==> config.mk <==
export PLATFORM = sky130hd
export DESIGN_NAME = ftc_regs
export DESIGN_NICKNAME = d
export VERILOG_FILES = /design/src/verilog/ftc_pkg.sv /design/src/verilog/ftc_regs.sv /design/src/verilog/ftc_tach_meas.sv
export SDC_FILE = /design/constraint.sdc
export NUM_CORES = 1
export LEC_CHECK = 0
export ABC_CLOCK_PERIOD_IN_PS = 4280
export BUFFER_PORTS_ARGS = -buffer_cell sky130_fd_sc_hd__buf_2
export CAP_MARGIN = 20
export CORE_MARGIN = 4
export CORE_UTILIZATION = 65
export DETAILED_ROUTE_END_ITERATION = 16
export PLACE_DENSITY_LB_ADDON = 0.3
export SYNTH_ARGS = -nofsm -noshare
export SYNTH_HDL_FRONTEND = slang
export SYNTH_SLANG_ARGS = --single-unit
==> constraint.sdc <==
create_clock -name clk_in -period 4.28 [get_ports clk_in]
set_input_delay 0.856 -clock clk_in [delete_from_list [all_inputs] [get_ports clk_in]]
set_output_delay 0.856 -clock clk_in [all_outputs]
set_load 0.005 [all_outputs]
==> src/verilog/ftc_pkg.sv <==
// Shared constants, types and decode helpers for the fan tach config block
package ftc_pkg;

   // Register offsets
   localparam logic [7:0] ADDR_IRQ_STATUS = 8'h60;
   localparam logic [7:0] ADDR_IRQ_CLEAR = 8'h61;
   localparam logic [7:0] ADDR_IRQ_ENABLE = 8'h62;
   localparam logic [7:0] ADDR_HI_BASE = 8'h64;
   localparam logic [7:0] ADDR_TACH_BASE = 8'h68;
   localparam logic [7:0] ADDR_EXT_LOW = 8'h77;
   localparam logic [7:0] ADDR_CFG3 = 8'h78;
   localparam logic [7:0] ADDR_PULSES = 8'h7b;
   localparam logic [7:0] ADDR_TEST1 = 8'h7e;
   localparam logic [7:0] ADDR_TEST2 = 8'h7f;

   // Values after reset
   localparam logic [7:0] CFG3_RESET = 8'h00;
   localparam logic [7:0] PULSES_RESET = 8'h55;
   localparam logic [7:0] TEST1_RESET = 8'h00;
   localparam logic [7:0] TEST2_RESET = 8'h00;
   localparam logic [7:0] IRQ_RESET = 8'h00;
   localparam logic [7:0] RESULT_RESET = 8'h00;

   // Configuration 3 field positions
   localparam int CFG3_ALERT_BIT = 0;
   localparam int CFG3_FAST_BIT = 3;
   localparam int CFG3_CONT_LSB = 4;

   // Low-bit field positions in the extended result register
   localparam int EXT_12V_LSB = 0;
   localparam int EXT_REM1_LSB = 2;
   localparam int EXT_LOCAL_LSB = 4;
   localparam int EXT_REM2_LSB = 6;

   // Interrupt status layout
   localparam int IRQ_TACH_LSB = 0;
   localparam int IRQ_RESULT_BIT = 4;
   localparam int IRQ_DROP_BIT = 5;
   localparam logic [7:0] IRQ_USED_MASK = 8'h3f;

   // Measurement timing
   localparam int CLK_HZ = 10_000_000;
   localparam int TACH_NORMAL_MS = 1000;
   localparam int TACH_FAST_MS = 250;
   localparam int TACH_NORMAL_CYC = (CLK_HZ / 1000) * TACH_NORMAL_MS;
   localparam int TACH_FAST_CYC = (CLK_HZ / 1000) * TACH_FAST_MS;
   localparam int TIMER_W = 24;
   localparam int PERIOD_W = 16;
   localparam logic [15:0] PERIOD_MAX = 16'hffff;

   typedef enum logic [1:0] {
      TACH_IDLE = 2'b00,
      TACH_WAIT_FIRST = 2'b01,
      TACH_COUNT = 2'b10
   } ftc_tach_state_e;

   // Pulse-count field to number of pulses: 00=1, 01=2, 10=3, 11=4
   function automatic logic [2:0] ftc_pulses_decode(input logic [1:0] field);
      ftc_pulses_decode = {1'b0, field} + 3'h1;
   endfunction

endpackage

==> src/verilog/ftc_regs.sv <==
// Extended result, tach/alert configuration, pulse count and test registers
//
// Design decision made here: the address-and-strobe port.
`timescale 1ns/1ns
`default_nettype none
module ftc_regs #(
   parameter int NORMAL_CYC = ftc_pkg::TACH_NORMAL_CYC,
   parameter int FAST_CYC = ftc_pkg::TACH_FAST_CYC
) (
   input wire logic clk_in,
   input wire logic reset_in,
   input wire logic [7:0] addr_in,
   input wire logic [7:0] wdata_in,
   input wire logic wr_in,
   input wire logic rd_in,
   output logic [7:0] rdata_out,
   input wire logic lock_in,
   input wire logic conv_update_in,
   input wire logic [7:0] conv_low_bits_in,
   input wire logic [7:0] conv_hi_12v_in,
   input wire logic [7:0] conv_hi_remote_one_in,
   input wire logic [7:0] conv_hi_local_in,
   input wire logic [7:0] conv_hi_remote_two_in,
   input wire logic out_of_limit_in,
   input wire logic second_fan_drive_in,
   input wire logic [3:0] fan_speed_input_in,
   output logic shared_pin_out,
   output logic shared_pin_oe_n_out,
   output logic irq_out,
   output logic [7:0] fan_pulse_count_out,
   output logic [3:0] tach_busy_out
);

   typedef struct packed {
      logic [7:0] ext_low;
      logic [3:0][7:0] hi;
      logic frozen;
      logic [3:0] hi_pending;
      logic [7:0] cfg3;
      logic [7:0] pulses;
      logic [7:0] test1;
      logic [7:0] test2;
      logic [7:0] irq_status;
      logic [7:0] irq_enable;
      logic [7:0] rdata;
      logic [23:0] timer;
      logic [3:0] start;
      logic [3:0] sync1;
      logic [3:0] sync2;
      logic pin;
      logic pin_oe_n;
   } ftc_regs_s;

   ftc_regs_s st_q;
   ftc_regs_s st_d;

   logic [3:0] tach_busy;
   logic [3:0] tach_done;
   logic [3:0][15:0] tach_period;
   logic [23:0] timer_limit;
   logic timer_wrap;
   logic [3:0] continuous;
   logic freeze_now;
   logic [3:0] hi_read;
   logic [3:0][7:0] conv_hi;
   logic [7:0] ev;

   localparam logic [23:0] NORMAL_LIMIT = 24'(NORMAL_CYC - 1);
   localparam logic [23:0] FAST_LIMIT = 24'(FAST_CYC - 1);

   // Address match helper for the banked high-byte and tach result registers
   function automatic logic addr_is(input logic [7:0] a, input logic [7:0] base,
                                    input logic [7:0] idx);
      addr_is = (a == base + idx);
   endfunction

   assign conv_hi[0] = conv_hi_12v_in;
   assign conv_hi[1] = conv_hi_remote_one_in;
   assign conv_hi[2] = conv_hi_local_in;
   assign conv_hi[3] = conv_hi_remote_two_in;

   // A read of the low-bit register in the update cycle also blocks that update,
   // otherwise the host would see old low bits paired with new high bytes
   assign freeze_now = st_q.frozen | (rd_in && addr_in == ftc_pkg::ADDR_EXT_LOW);

   // High-byte reads that release the freeze
   genvar gi;
   generate
      for (gi = 0; gi < 4; gi++) begin : g_hi_read
         assign hi_read[gi] = rd_in && addr_is(addr_in, ftc_pkg::ADDR_HI_BASE, 8'(gi));
      end
   endgenerate

   // Measurement rate and per-channel continuous selection
   assign timer_limit = st_q.cfg3[ftc_pkg::CFG3_FAST_BIT] ? FAST_LIMIT : NORMAL_LIMIT;
   assign timer_wrap = (st_q.timer >= timer_limit);
   assign continuous = st_q.cfg3[ftc_pkg::CFG3_CONT_LSB +: 4];

   // Hardware events for the interrupt status register
   always_comb begin
      ev = 8'h00;
      ev[ftc_pkg::IRQ_TACH_LSB +: 4] = tach_done;
      ev[ftc_pkg::IRQ_RESULT_BIT] = conv_update_in & ~freeze_now;
      ev[ftc_pkg::IRQ_DROP_BIT] = conv_update_in & freeze_now;
   end

   // Next-state logic: bus access, freeze, scheduler, sync, shared pin
   always_comb begin
      st_d = st_q;
      st_d.rdata = 8'h00;

      // Tach inputs come from pins: two flops before use
      st_d.sync1 = fan_speed_input_in;
      st_d.sync2 = st_q.sync1;

      // Converter results land only while not frozen
      if (conv_update_in && !freeze_now) begin
         st_d.ext_low = conv_low_bits_in;
         st_d.hi = conv_hi;
      end

      // Freeze bookkeeping
      if (rd_in && addr_in == ftc_pkg::ADDR_EXT_LOW) begin
         st_d.frozen = 1'b1;
         st_d.hi_pending = 4'hf;
      end else if (st_q.frozen) begin
         st_d.hi_pending = st_q.hi_pending & ~hi_read;
         if ((st_q.hi_pending & ~hi_read) == 4'h0) begin
            st_d.frozen = 1'b0;
         end
      end

      // Register writes
      if (wr_in) begin
         case (addr_in)
            ftc_pkg::ADDR_CFG3: begin
               if (!lock_in) begin
                  st_d.cfg3 = wdata_in;
               end
            end
            ftc_pkg::ADDR_PULSES: begin
               st_d.pulses = wdata_in;
            end
            ftc_pkg::ADDR_IRQ_ENABLE: begin
               st_d.irq_enable = wdata_in & ftc_pkg::IRQ_USED_MASK;
            end
            default: begin
               // Test registers are read-only; writes to them are dropped
            end
         endcase
      end

      // Sticky status: clear first, then set, so a same-cycle event survives
      if (wr_in && addr_in == ftc_pkg::ADDR_IRQ_CLEAR) begin
         st_d.irq_status = st_q.irq_status & ~wdata_in;
      end
      st_d.irq_status = st_d.irq_status | ev;

      // Register reads, data valid in the next cycle
      if (rd_in) begin
         case (addr_in)
            ftc_pkg::ADDR_EXT_LOW: st_d.rdata = st_q.ext_low;
            ftc_pkg::ADDR_CFG3: st_d.rdata = st_q.cfg3;
            ftc_pkg::ADDR_PULSES: st_d.rdata = st_q.pulses;
            ftc_pkg::ADDR_TEST1: st_d.rdata = st_q.test1;
            ftc_pkg::ADDR_TEST2: st_d.rdata = st_q.test2;
            ftc_pkg::ADDR_IRQ_STATUS: st_d.rdata = st_q.irq_status;
            ftc_pkg::ADDR_IRQ_ENABLE: st_d.rdata = st_q.irq_enable;
            default: begin
               st_d.rdata = 8'h00;
               for (int i = 0; i < 4; i++) begin
                  if (addr_is(addr_in, ftc_pkg::ADDR_HI_BASE, 8'(i))) begin
                     st_d.rdata = st_q.hi[i];
                  end
                  if (addr_is(addr_in, ftc_pkg::ADDR_TACH_BASE, 8'(2 * i))) begin
                     st_d.rdata = tach_period[i][7:0];
                  end
                  if (addr_is(addr_in, ftc_pkg::ADDR_TACH_BASE, 8'(2 * i + 1))) begin
                     st_d.rdata = tach_period[i][15:8];
                  end
               end
            end
         endcase
      end

      // Measurement timer; a rate change takes effect at once via the compare
      if (timer_wrap) begin
         st_d.timer = 24'h000000;
      end else begin
         st_d.timer = st_q.timer + 24'h000001;
      end

      // Start an idle channel at each period, or whenever idle in continuous mode
      for (int i = 0; i < 4; i++) begin
         st_d.start[i] = !tach_busy[i] && !st_q.start[i] &&
                         (timer_wrap || continuous[i]);
      end

      // Shared pin: alert is open drain, driven low only while out of limit
      if (st_q.cfg3[ftc_pkg::CFG3_ALERT_BIT]) begin
         st_d.pin = 1'b0;
         st_d.pin_oe_n = ~out_of_limit_in;
      end else begin
         st_d.pin = second_fan_drive_in;
         st_d.pin_oe_n = 1'b0;
      end
   end

   // State register
   always_ff @(posedge clk_in) begin
      if (reset_in) begin
         st_q <= '0;
         st_q.ext_low <= ftc_pkg::RESULT_RESET;
         st_q.cfg3 <= ftc_pkg::CFG3_RESET;
         st_q.pulses <= ftc_pkg::PULSES_RESET;
         st_q.test1 <= ftc_pkg::TEST1_RESET;
         st_q.test2 <= ftc_pkg::TEST2_RESET;
         st_q.irq_status <= ftc_pkg::IRQ_RESET;
         st_q.irq_enable <= ftc_pkg::IRQ_RESET;
         st_q.pin_oe_n <= 1'b0;
      end else begin
         st_q <= st_d;
      end
   end

   // Per-channel measurement engines
   generate
      for (gi = 0; gi < 4; gi++) begin : g_tach
         ftc_tach_meas u_meas (
            .clk_in(clk_in),
            .reset_in(reset_in),
            .start_in(st_q.start[gi]),
            .pulses_field_in(st_q.pulses[2 * gi +: 2]),
            .tach_in(st_q.sync2[gi]),
            .busy_out(tach_busy[gi]),
            .done_out(tach_done[gi]),
            .period_out(tach_period[gi])
         );
      end
   endgenerate

   // Outputs
   assign rdata_out = st_q.rdata;
   assign irq_out = |(st_q.irq_status & st_q.irq_enable);
   assign shared_pin_out = st_q.pin;
   assign shared_pin_oe_n_out = st_q.pin_oe_n;
   assign fan_pulse_count_out = st_q.pulses;
   assign tach_busy_out = tach_busy;

endmodule
`default_nettype wire

==> src/verilog/ftc_tach_meas.sv <==
// One tachometer channel: counts clock cycles across a chosen number of pulses
`timescale 1ns/1ns
`default_nettype none
module ftc_tach_meas (
   input wire logic clk_in,
   input wire logic reset_in,
   input wire logic start_in,
   input wire logic [1:0] pulses_field_in,
   input wire logic tach_in,
   output logic busy_out,
   output logic done_out,
   output logic [15:0] period_out
);

   typedef struct packed {
      ftc_pkg::ftc_tach_state_e state;
      logic tach_prev;
      logic [2:0] edges;
      logic [2:0] target;
      logic [15:0] count;
      logic [15:0] period;
      logic done;
   } ftc_tach_s;

   ftc_tach_s st_q;
   ftc_tach_s st_d;
   logic rise;

   assign rise = tach_in & ~st_q.tach_prev;

   // Stalled fan shows as a saturated period rather than hanging the channel
   always_comb begin
      st_d = st_q;
      st_d.tach_prev = tach_in;
      st_d.done = 1'b0;
      case (st_q.state)
         ftc_pkg::TACH_IDLE: begin
            if (start_in) begin
               st_d.state = ftc_pkg::TACH_WAIT_FIRST;
               st_d.target = ftc_pkg::ftc_pulses_decode(pulses_field_in);
               st_d.edges = 3'h0;
               st_d.count = 16'h0000;
            end
         end
         ftc_pkg::TACH_WAIT_FIRST: begin
            st_d.count = st_q.count + 16'h0001;
            if (rise) begin
               st_d.state = ftc_pkg::TACH_COUNT;
               st_d.count = 16'h0000;
            end else if (st_q.count == ftc_pkg::PERIOD_MAX) begin
               st_d.state = ftc_pkg::TACH_IDLE;
               st_d.period = ftc_pkg::PERIOD_MAX;
               st_d.done = 1'b1;
            end
         end
         ftc_pkg::TACH_COUNT: begin
            st_d.count = st_q.count + 16'h0001;
            if (rise) begin
               st_d.edges = st_q.edges + 3'h1;
               if (st_q.edges + 3'h1 == st_q.target) begin
                  st_d.state = ftc_pkg::TACH_IDLE;
                  st_d.period = st_q.count + 16'h0001;
                  st_d.done = 1'b1;
               end
            end else if (st_q.count == ftc_pkg::PERIOD_MAX) begin
               st_d.state = ftc_pkg::TACH_IDLE;
               st_d.period = ftc_pkg::PERIOD_MAX;
               st_d.done = 1'b1;
            end
         end
         default: begin
            st_d.state = ftc_pkg::TACH_IDLE;
         end
      endcase
   end

   // State register
   always_ff @(posedge clk_in) begin
      if (reset_in) begin
         st_q <= '0;
      end else begin
         st_q <= st_d;
      end
   end

   assign busy_out = (st_q.state != ftc_pkg::TACH_IDLE);
   assign done_out = st_q.done;
   assign period_out = st_q.period;

endmodule
`default_nettype wire
-- After elaboration in Yosys (flattened, before gate mapping)
Index checks and enable logic that the tools add are counted.
- output and inout bits: 23
- register bits after elaboration: 289
- input bits: 68
- word-level logic and storage cells: 295
- eq/ne operators: 52
- bitwise logic cells: 22
- $lt $le $gt $ge: 1
- $add $sub $neg: 13
- reductions and logical operators: 79
- mux-type cells: 82
- operator list (operator ; number):
    two-way mux 17 bit ; 16
    one-hot mux 16 bit (3 select lines) ; 4
    == test 8 x 7 -> 1 bit (second input constant) ; 20
    one-hot mux 17 bit (2 select lines) ; 4
    two-way mux 8 bit ; 13
    two-way mux 22 bit ; 4
    adder 16 x 1 -> 16 bit (second input constant) ; 4
    == test 16 bit (second input constant) ; 4
    two-way mux 16 bit ; 4
    one-hot mux 8 bit (6 select lines) ; 1
    two-way mux 2 bit ; 20
    AND reduction 2 bit ; 14
    AND reduction 3 bit ; 9
    nonzero test 2 bit ; 13
    adder 24 x 1 -> 24 bit (second input constant) ; 1
    >= comparator 24 bit ; 1
    two-way mux 24 bit ; 1
    one-hot mux 2 bit (3 select lines) ; 4
    one-hot mux 3 bit (2 select lines) ; 4
    inequality test 2 bit (second input constant) ; 8
    logical AND 1 bit ; 15
    adder 2 x 1 -> 3 bit (second input constant) ; 4
    adder 3 x 1 -> 3 bit (second input constant) ; 4
    == test 3 bit ; 4
    other kinds (23) ; 73

-- Longest topological paths before layout
- word-level depth: 14
- gate-level depth with buffers: 11

-- Hierarchy
A second synthesis with hierarchy kept.
- cell total of the unflattened synthesis: 1902
- area, all modules: 16452.0 um^2
- modules (own cells, without submodules) (module ; seq. area each (um^2) ; times used ; area each (um^2) ; cells each):
    ftc_tach_meas at g_tach[0].u_meas ... ; 840.8 ; 3 ; 2493.6 ; 275
    ftc_regs ; 2422.3 ; 1 ; 6595.1 ; 786
    ftc_tach_meas at g_tach[3].u_meas ; 840.8 ; 1 ; 2376.0 ; 291

-- Worst setup path after synthesis
OpenSTA, ideal clock, no wires.
- path kind: in2reg
- start point: input addr_in[2]
- end point: register st_q[58] in the netlist's numbering
- arrival time: 2.269 ns
- library setup time: 0.128 ns
- setup slack: 1.883 ns
- stages: 11
- cell sequence: buf_4 > nor2b_1 > buf_4 > and4_1 > buf_4 > nand2_4 > and3b_1 > buf_2 > buf_4 > a21oi_1 > nor2_1
- cells in the longest elaborated chain, start to end: 6
- RTL lines (element ; RTL line ; source):
    start: declaration ; ftc_regs.sv:12 ; input wire logic [7:0] addr_in,
    == test 8 x 7 -> 1 bit ; ftc_regs.sv:84 ; assign freeze_now = st_q.frozen | (rd_in && addr_in == ftc_pkg::ADDR_EXT_LOW);
    logical AND 1 bit ; ftc_regs.sv:84 ;
    OR 1 bit ; ftc_regs.sv:84 ;
    inverter 1 bit ; ftc_regs.sv:103 ; ev[ftc_pkg::IRQ_RESULT_BIT] = conv_update_in & ~freeze_now;
    bitwise AND 1 bit ; ftc_regs.sv:103 ;
    OR 8 x 6 -> 8 bit * ; ftc_regs.sv:157 ; st_d.irq_status = st_d.irq_status | ev;
    end signal: assignment ; ftc_regs.sv:222 ; st_q <= st_d;
    end: declaration ; ftc_regs.sv:54 ; ftc_regs_s st_q;
Mark *: on every way between the ends. The rest lies on a longest branch, timed or not.
A chain may end at the register's enable or synchronous reset.

-- Worst setup path in the final report
- start point: register st_q[89] in the netlist's numbering
- end point: register st_q[37] in the netlist's numbering
- cells in the longest elaborated chain, start to end: 3
- RTL lines (element ; RTL line ; source):
    two-way mux 24 bit ; ftc_regs.sv:95 ; assign timer_limit = st_q.cfg3[ftc_pkg::CFG3_FAST_BIT] ? FAST_LIMIT : NORMAL_LIMIT;
    >= comparator 24 bit ; ftc_regs.sv:96 ; assign timer_wrap = (st_q.timer >= timer_limit);
    OR reduction 2 bit (no line) ; -- ;
No other way between the ends.

==> flow_metrics.py <==
metrics = {
    "pwr": {
        "power.density_mw_per_mm2": 347,
        "p_leak_uw": 0.00619,
        "ir_drop_mv": 0.416,
        "power_uw": 5820,
    },
    "die": {
        "die_w_um": 162,
        "num_rows": 56,
        "core_mm2": 0.0235,
        "initial_core_util_pct": 66.1,
        "io_pins": 91,
        "dieArea_mm2": 0.0264,
        "die_h_um": 162,
    },
    "timing": {
        "finalMaxSlewViolations": 0,
        "hold_viol_final": 0,
        "relSlewSlack_pct": 32.6,
        "tns_ns": 0,
        "worst_slew_pin_slew_ns": 1.01,
        "period_minus_slack_ns": 3.39,
        "finalClockSkew_ns": 0.0155,
        "fmax_mhz": 295,
        "rsz0062_at_grt": "false",
        "fin_crit_sh_pct": 79.2,
        "setup_viol_count_final": 0,
    },
    "cells_and_area": {
        "area_growth_pct": 8.13,
        "final_cell_mix": "dfxtp_1, nor2_1, nand2_1, a21oi_1, o21ai_0",
        "layout_commonest_cell": "dfxtp_1",
        "layoutNonFillerInstCount": 2285,
        "layout-drive-gt1-share_pct": 10.1,
        "post-route-util_pct": 71.4,
        "fin_nets": 2056,
    },
    "synth": {
        "synth_warnings": 0,
        "synth_edf_count": 0,
        "synth.distinct_cells": 86,
        "synth_cells": 1941,
        "syn_avg_cell_area_um2": 7.99,
        "ys_ff_latch": 289,
        "yosysSeqAreaShare_pct": 37.3,
        "synth_area_mm2": 0.0155,
        "ys.flop_type": "dfxtp_1",
        "synth_fp_nets": 2056,
        "synth_async_sr_flop_share_pct": 0,
    },
    "worst_setup_path": {
        "critPathRequiredTime_ns": 4.74,
        "cp.arrival_ns": 3.85,
        "critical_path.max_fanout": 24,
        "endpoint_kind": "flop",
        "cp-start-kind": "flop",
        "critPathKind": "reg2reg",
    },
    "place": {
        "dp_hpwl_mm": 28.1,
        "gp_congestion": 0.944,
        "port_buffers": 90,
        "dp_cells": 2228,
    },
    "clock_tree": {
        "cts_hold_buf": 0,
        "postCtsSetupRepairBufs": 0,
        "cts.clk_slew.worst_paths_ns": 0.06,
        "cts_sinks": 289,
        "insertion_delay_ns": 0.57,
        "cts_tree": "done",
        "cts-root-buf": "clkbuf_16",
        "cts_resized": 0,
        "numCtsBuffers": 30,
        "cts_buffer_depth": 3,
        "cts_htree_levels": 1,
    },
    "drt": {
        "num_vias": 14100,
        "drc": 0,
        "drt-initial-drc-count": 1586,
        "drt-total-wl_mm": 40.2,
        "ant_nets": 0,
        "wl_per_cell_um": 17.6,
        "drt-pass1-iter-count": 6,
        "via_per_inst": 6.17,
    },
    "global_routing": {
        "antenna_found_initial": 6,
        "grt_overflow": 0,
        "grt_pass1_vias": 13198,
        "grt_usage_pct": 29.4,
        "grt_max_degree": 185,
        "grt_pass1_wl_mm": 65.6,
    },
    "flow_run": {
        "drv_cap": 0,
    },
    "run_status": {
        "outcome": "finished clean",
    },
    "worst_hold_path": {
        "holdCritPathClass": "reg2reg",
    },
}
-- path summary, 6_finish.rpt --
path         slack (ns)       end  cells after the start  startpoint
min                0.43  st_q[60]                      2    st_q[60]
max                0.89  st_q[37]                      7    st_q[89]
min reg2reg        0.43  st_q[60]                      2    st_q[60]
max reg2reg        0.89  st_q[37]                      7    st_q[89]
-- layer usage --
metal	vias to the layer above	part of all wire, %	track usage [%]
li1	6834	-	-
met1	6598	44	40.6
met2	550	45	47.3
met3	112	6.9	4.07
met4	6	4.0	11.0
met5	-	0.070	0
-- sequential cells by signal, summed over array words and instances (netlist names) --
signal and cells:
shared_pin_oe_n_out 1, g_tach.u_meas.done_out 4, rdata_out 8, fan_pulse_count_out 8, shared_pin_out 1, st_d 4
g_tach.u_meas.st_q 100, continuous 4, g_tach.u_meas.period_out 64, st_q 95
-- power breakdown --
group	internal, uW	total [uW]	switching (uW)
Combinational	134	430	296
Clock	1540	2640	1100
Sequential	2720	2750	26.6
Total	4400	5820	1420
-- synth_stat cells (12+ instances only) --
master,number,share of area (%)
dfxtp_1,289,37
nor3_1,56,1.8
nand2b_1,27,1.1
xnor2_1,44,2.5
xor2_1,40,2.3
nand2_1,214,5.2
mux2i_1,42,2.7
and3_1,14,0.56
o22ai_1,15,0.61
a22oi_1,40,1.9
o21ai_0,125,4.0
nand4_1,21,0.85
nor2b_1,33,1.3
clkbuf_1,60,1.5
nand3b_1,32,1.5
buf_4,32,1.5
buf_2,21,0.68
ha_1,47,3.8
nor2_1,246,6.0
a21oi_1,208,6.7
inv_1,33,0.80
nand3_1,63,2.0
or3_1,19,0.77
nor4_1,18,0.73
o2bb2ai_1,12,0.68
-- kinds of logic after synthesis --
kind of cell               count (synthesis)  synth area share [%]
AOI/OAI and AO/OA                        485                  18.6
xor gates and xnor gates                  88                  5.34
adders and majority gates                 48                  3.86
buffers and inverters                    164                  5.24
DFF                                      289                  37.3
muxes                                     43                  2.78
and+or+nand+nor                          824                  26.8
-- stage by stage --
stage / hold WS, ns / setup WS [ns] / instance area [um2]
2_1_floorplan: 0.412 / 1.88 / 15500
6_report: 0.434 / 0.890 / 16800
4_1_cts: 0.437 / 0.953 / 16800
5_1_grt: 0.457 / 0.627 / 16800
3_3_place_gp: 0.416 / 1.07 / 15800
3_5_place_dp: 0.427 / 0.964 / 15800
-- final cells by class --
| type | count | area (um2) |
|---|---|---|
| multi-input cells | 1488 | 8910 |
| fillers | 1839 | 6710 |
| flip-flops and latches | 289 | 5790 |
| clock buffers | 42 | 876 |
| repair buffers | 99 | 537 |
| well taps | 319 | 399 |
| clock inverters | 12 | 130 |
| inverters | 33 | 124 |
| diodes | 3 | 7.51 |
-- critical path: stages, from the launching register on --
cell and delay (ns):
dfxtp_1 0.59, inv_1 0.24, ha_1 0.35, a211o_1 0.30, a22o_1 0.18, o41ai_1 0.37, nand4_1 0.86, a21oi_1 0.37
Note: power is estimated with default switching activity, not from simulation.
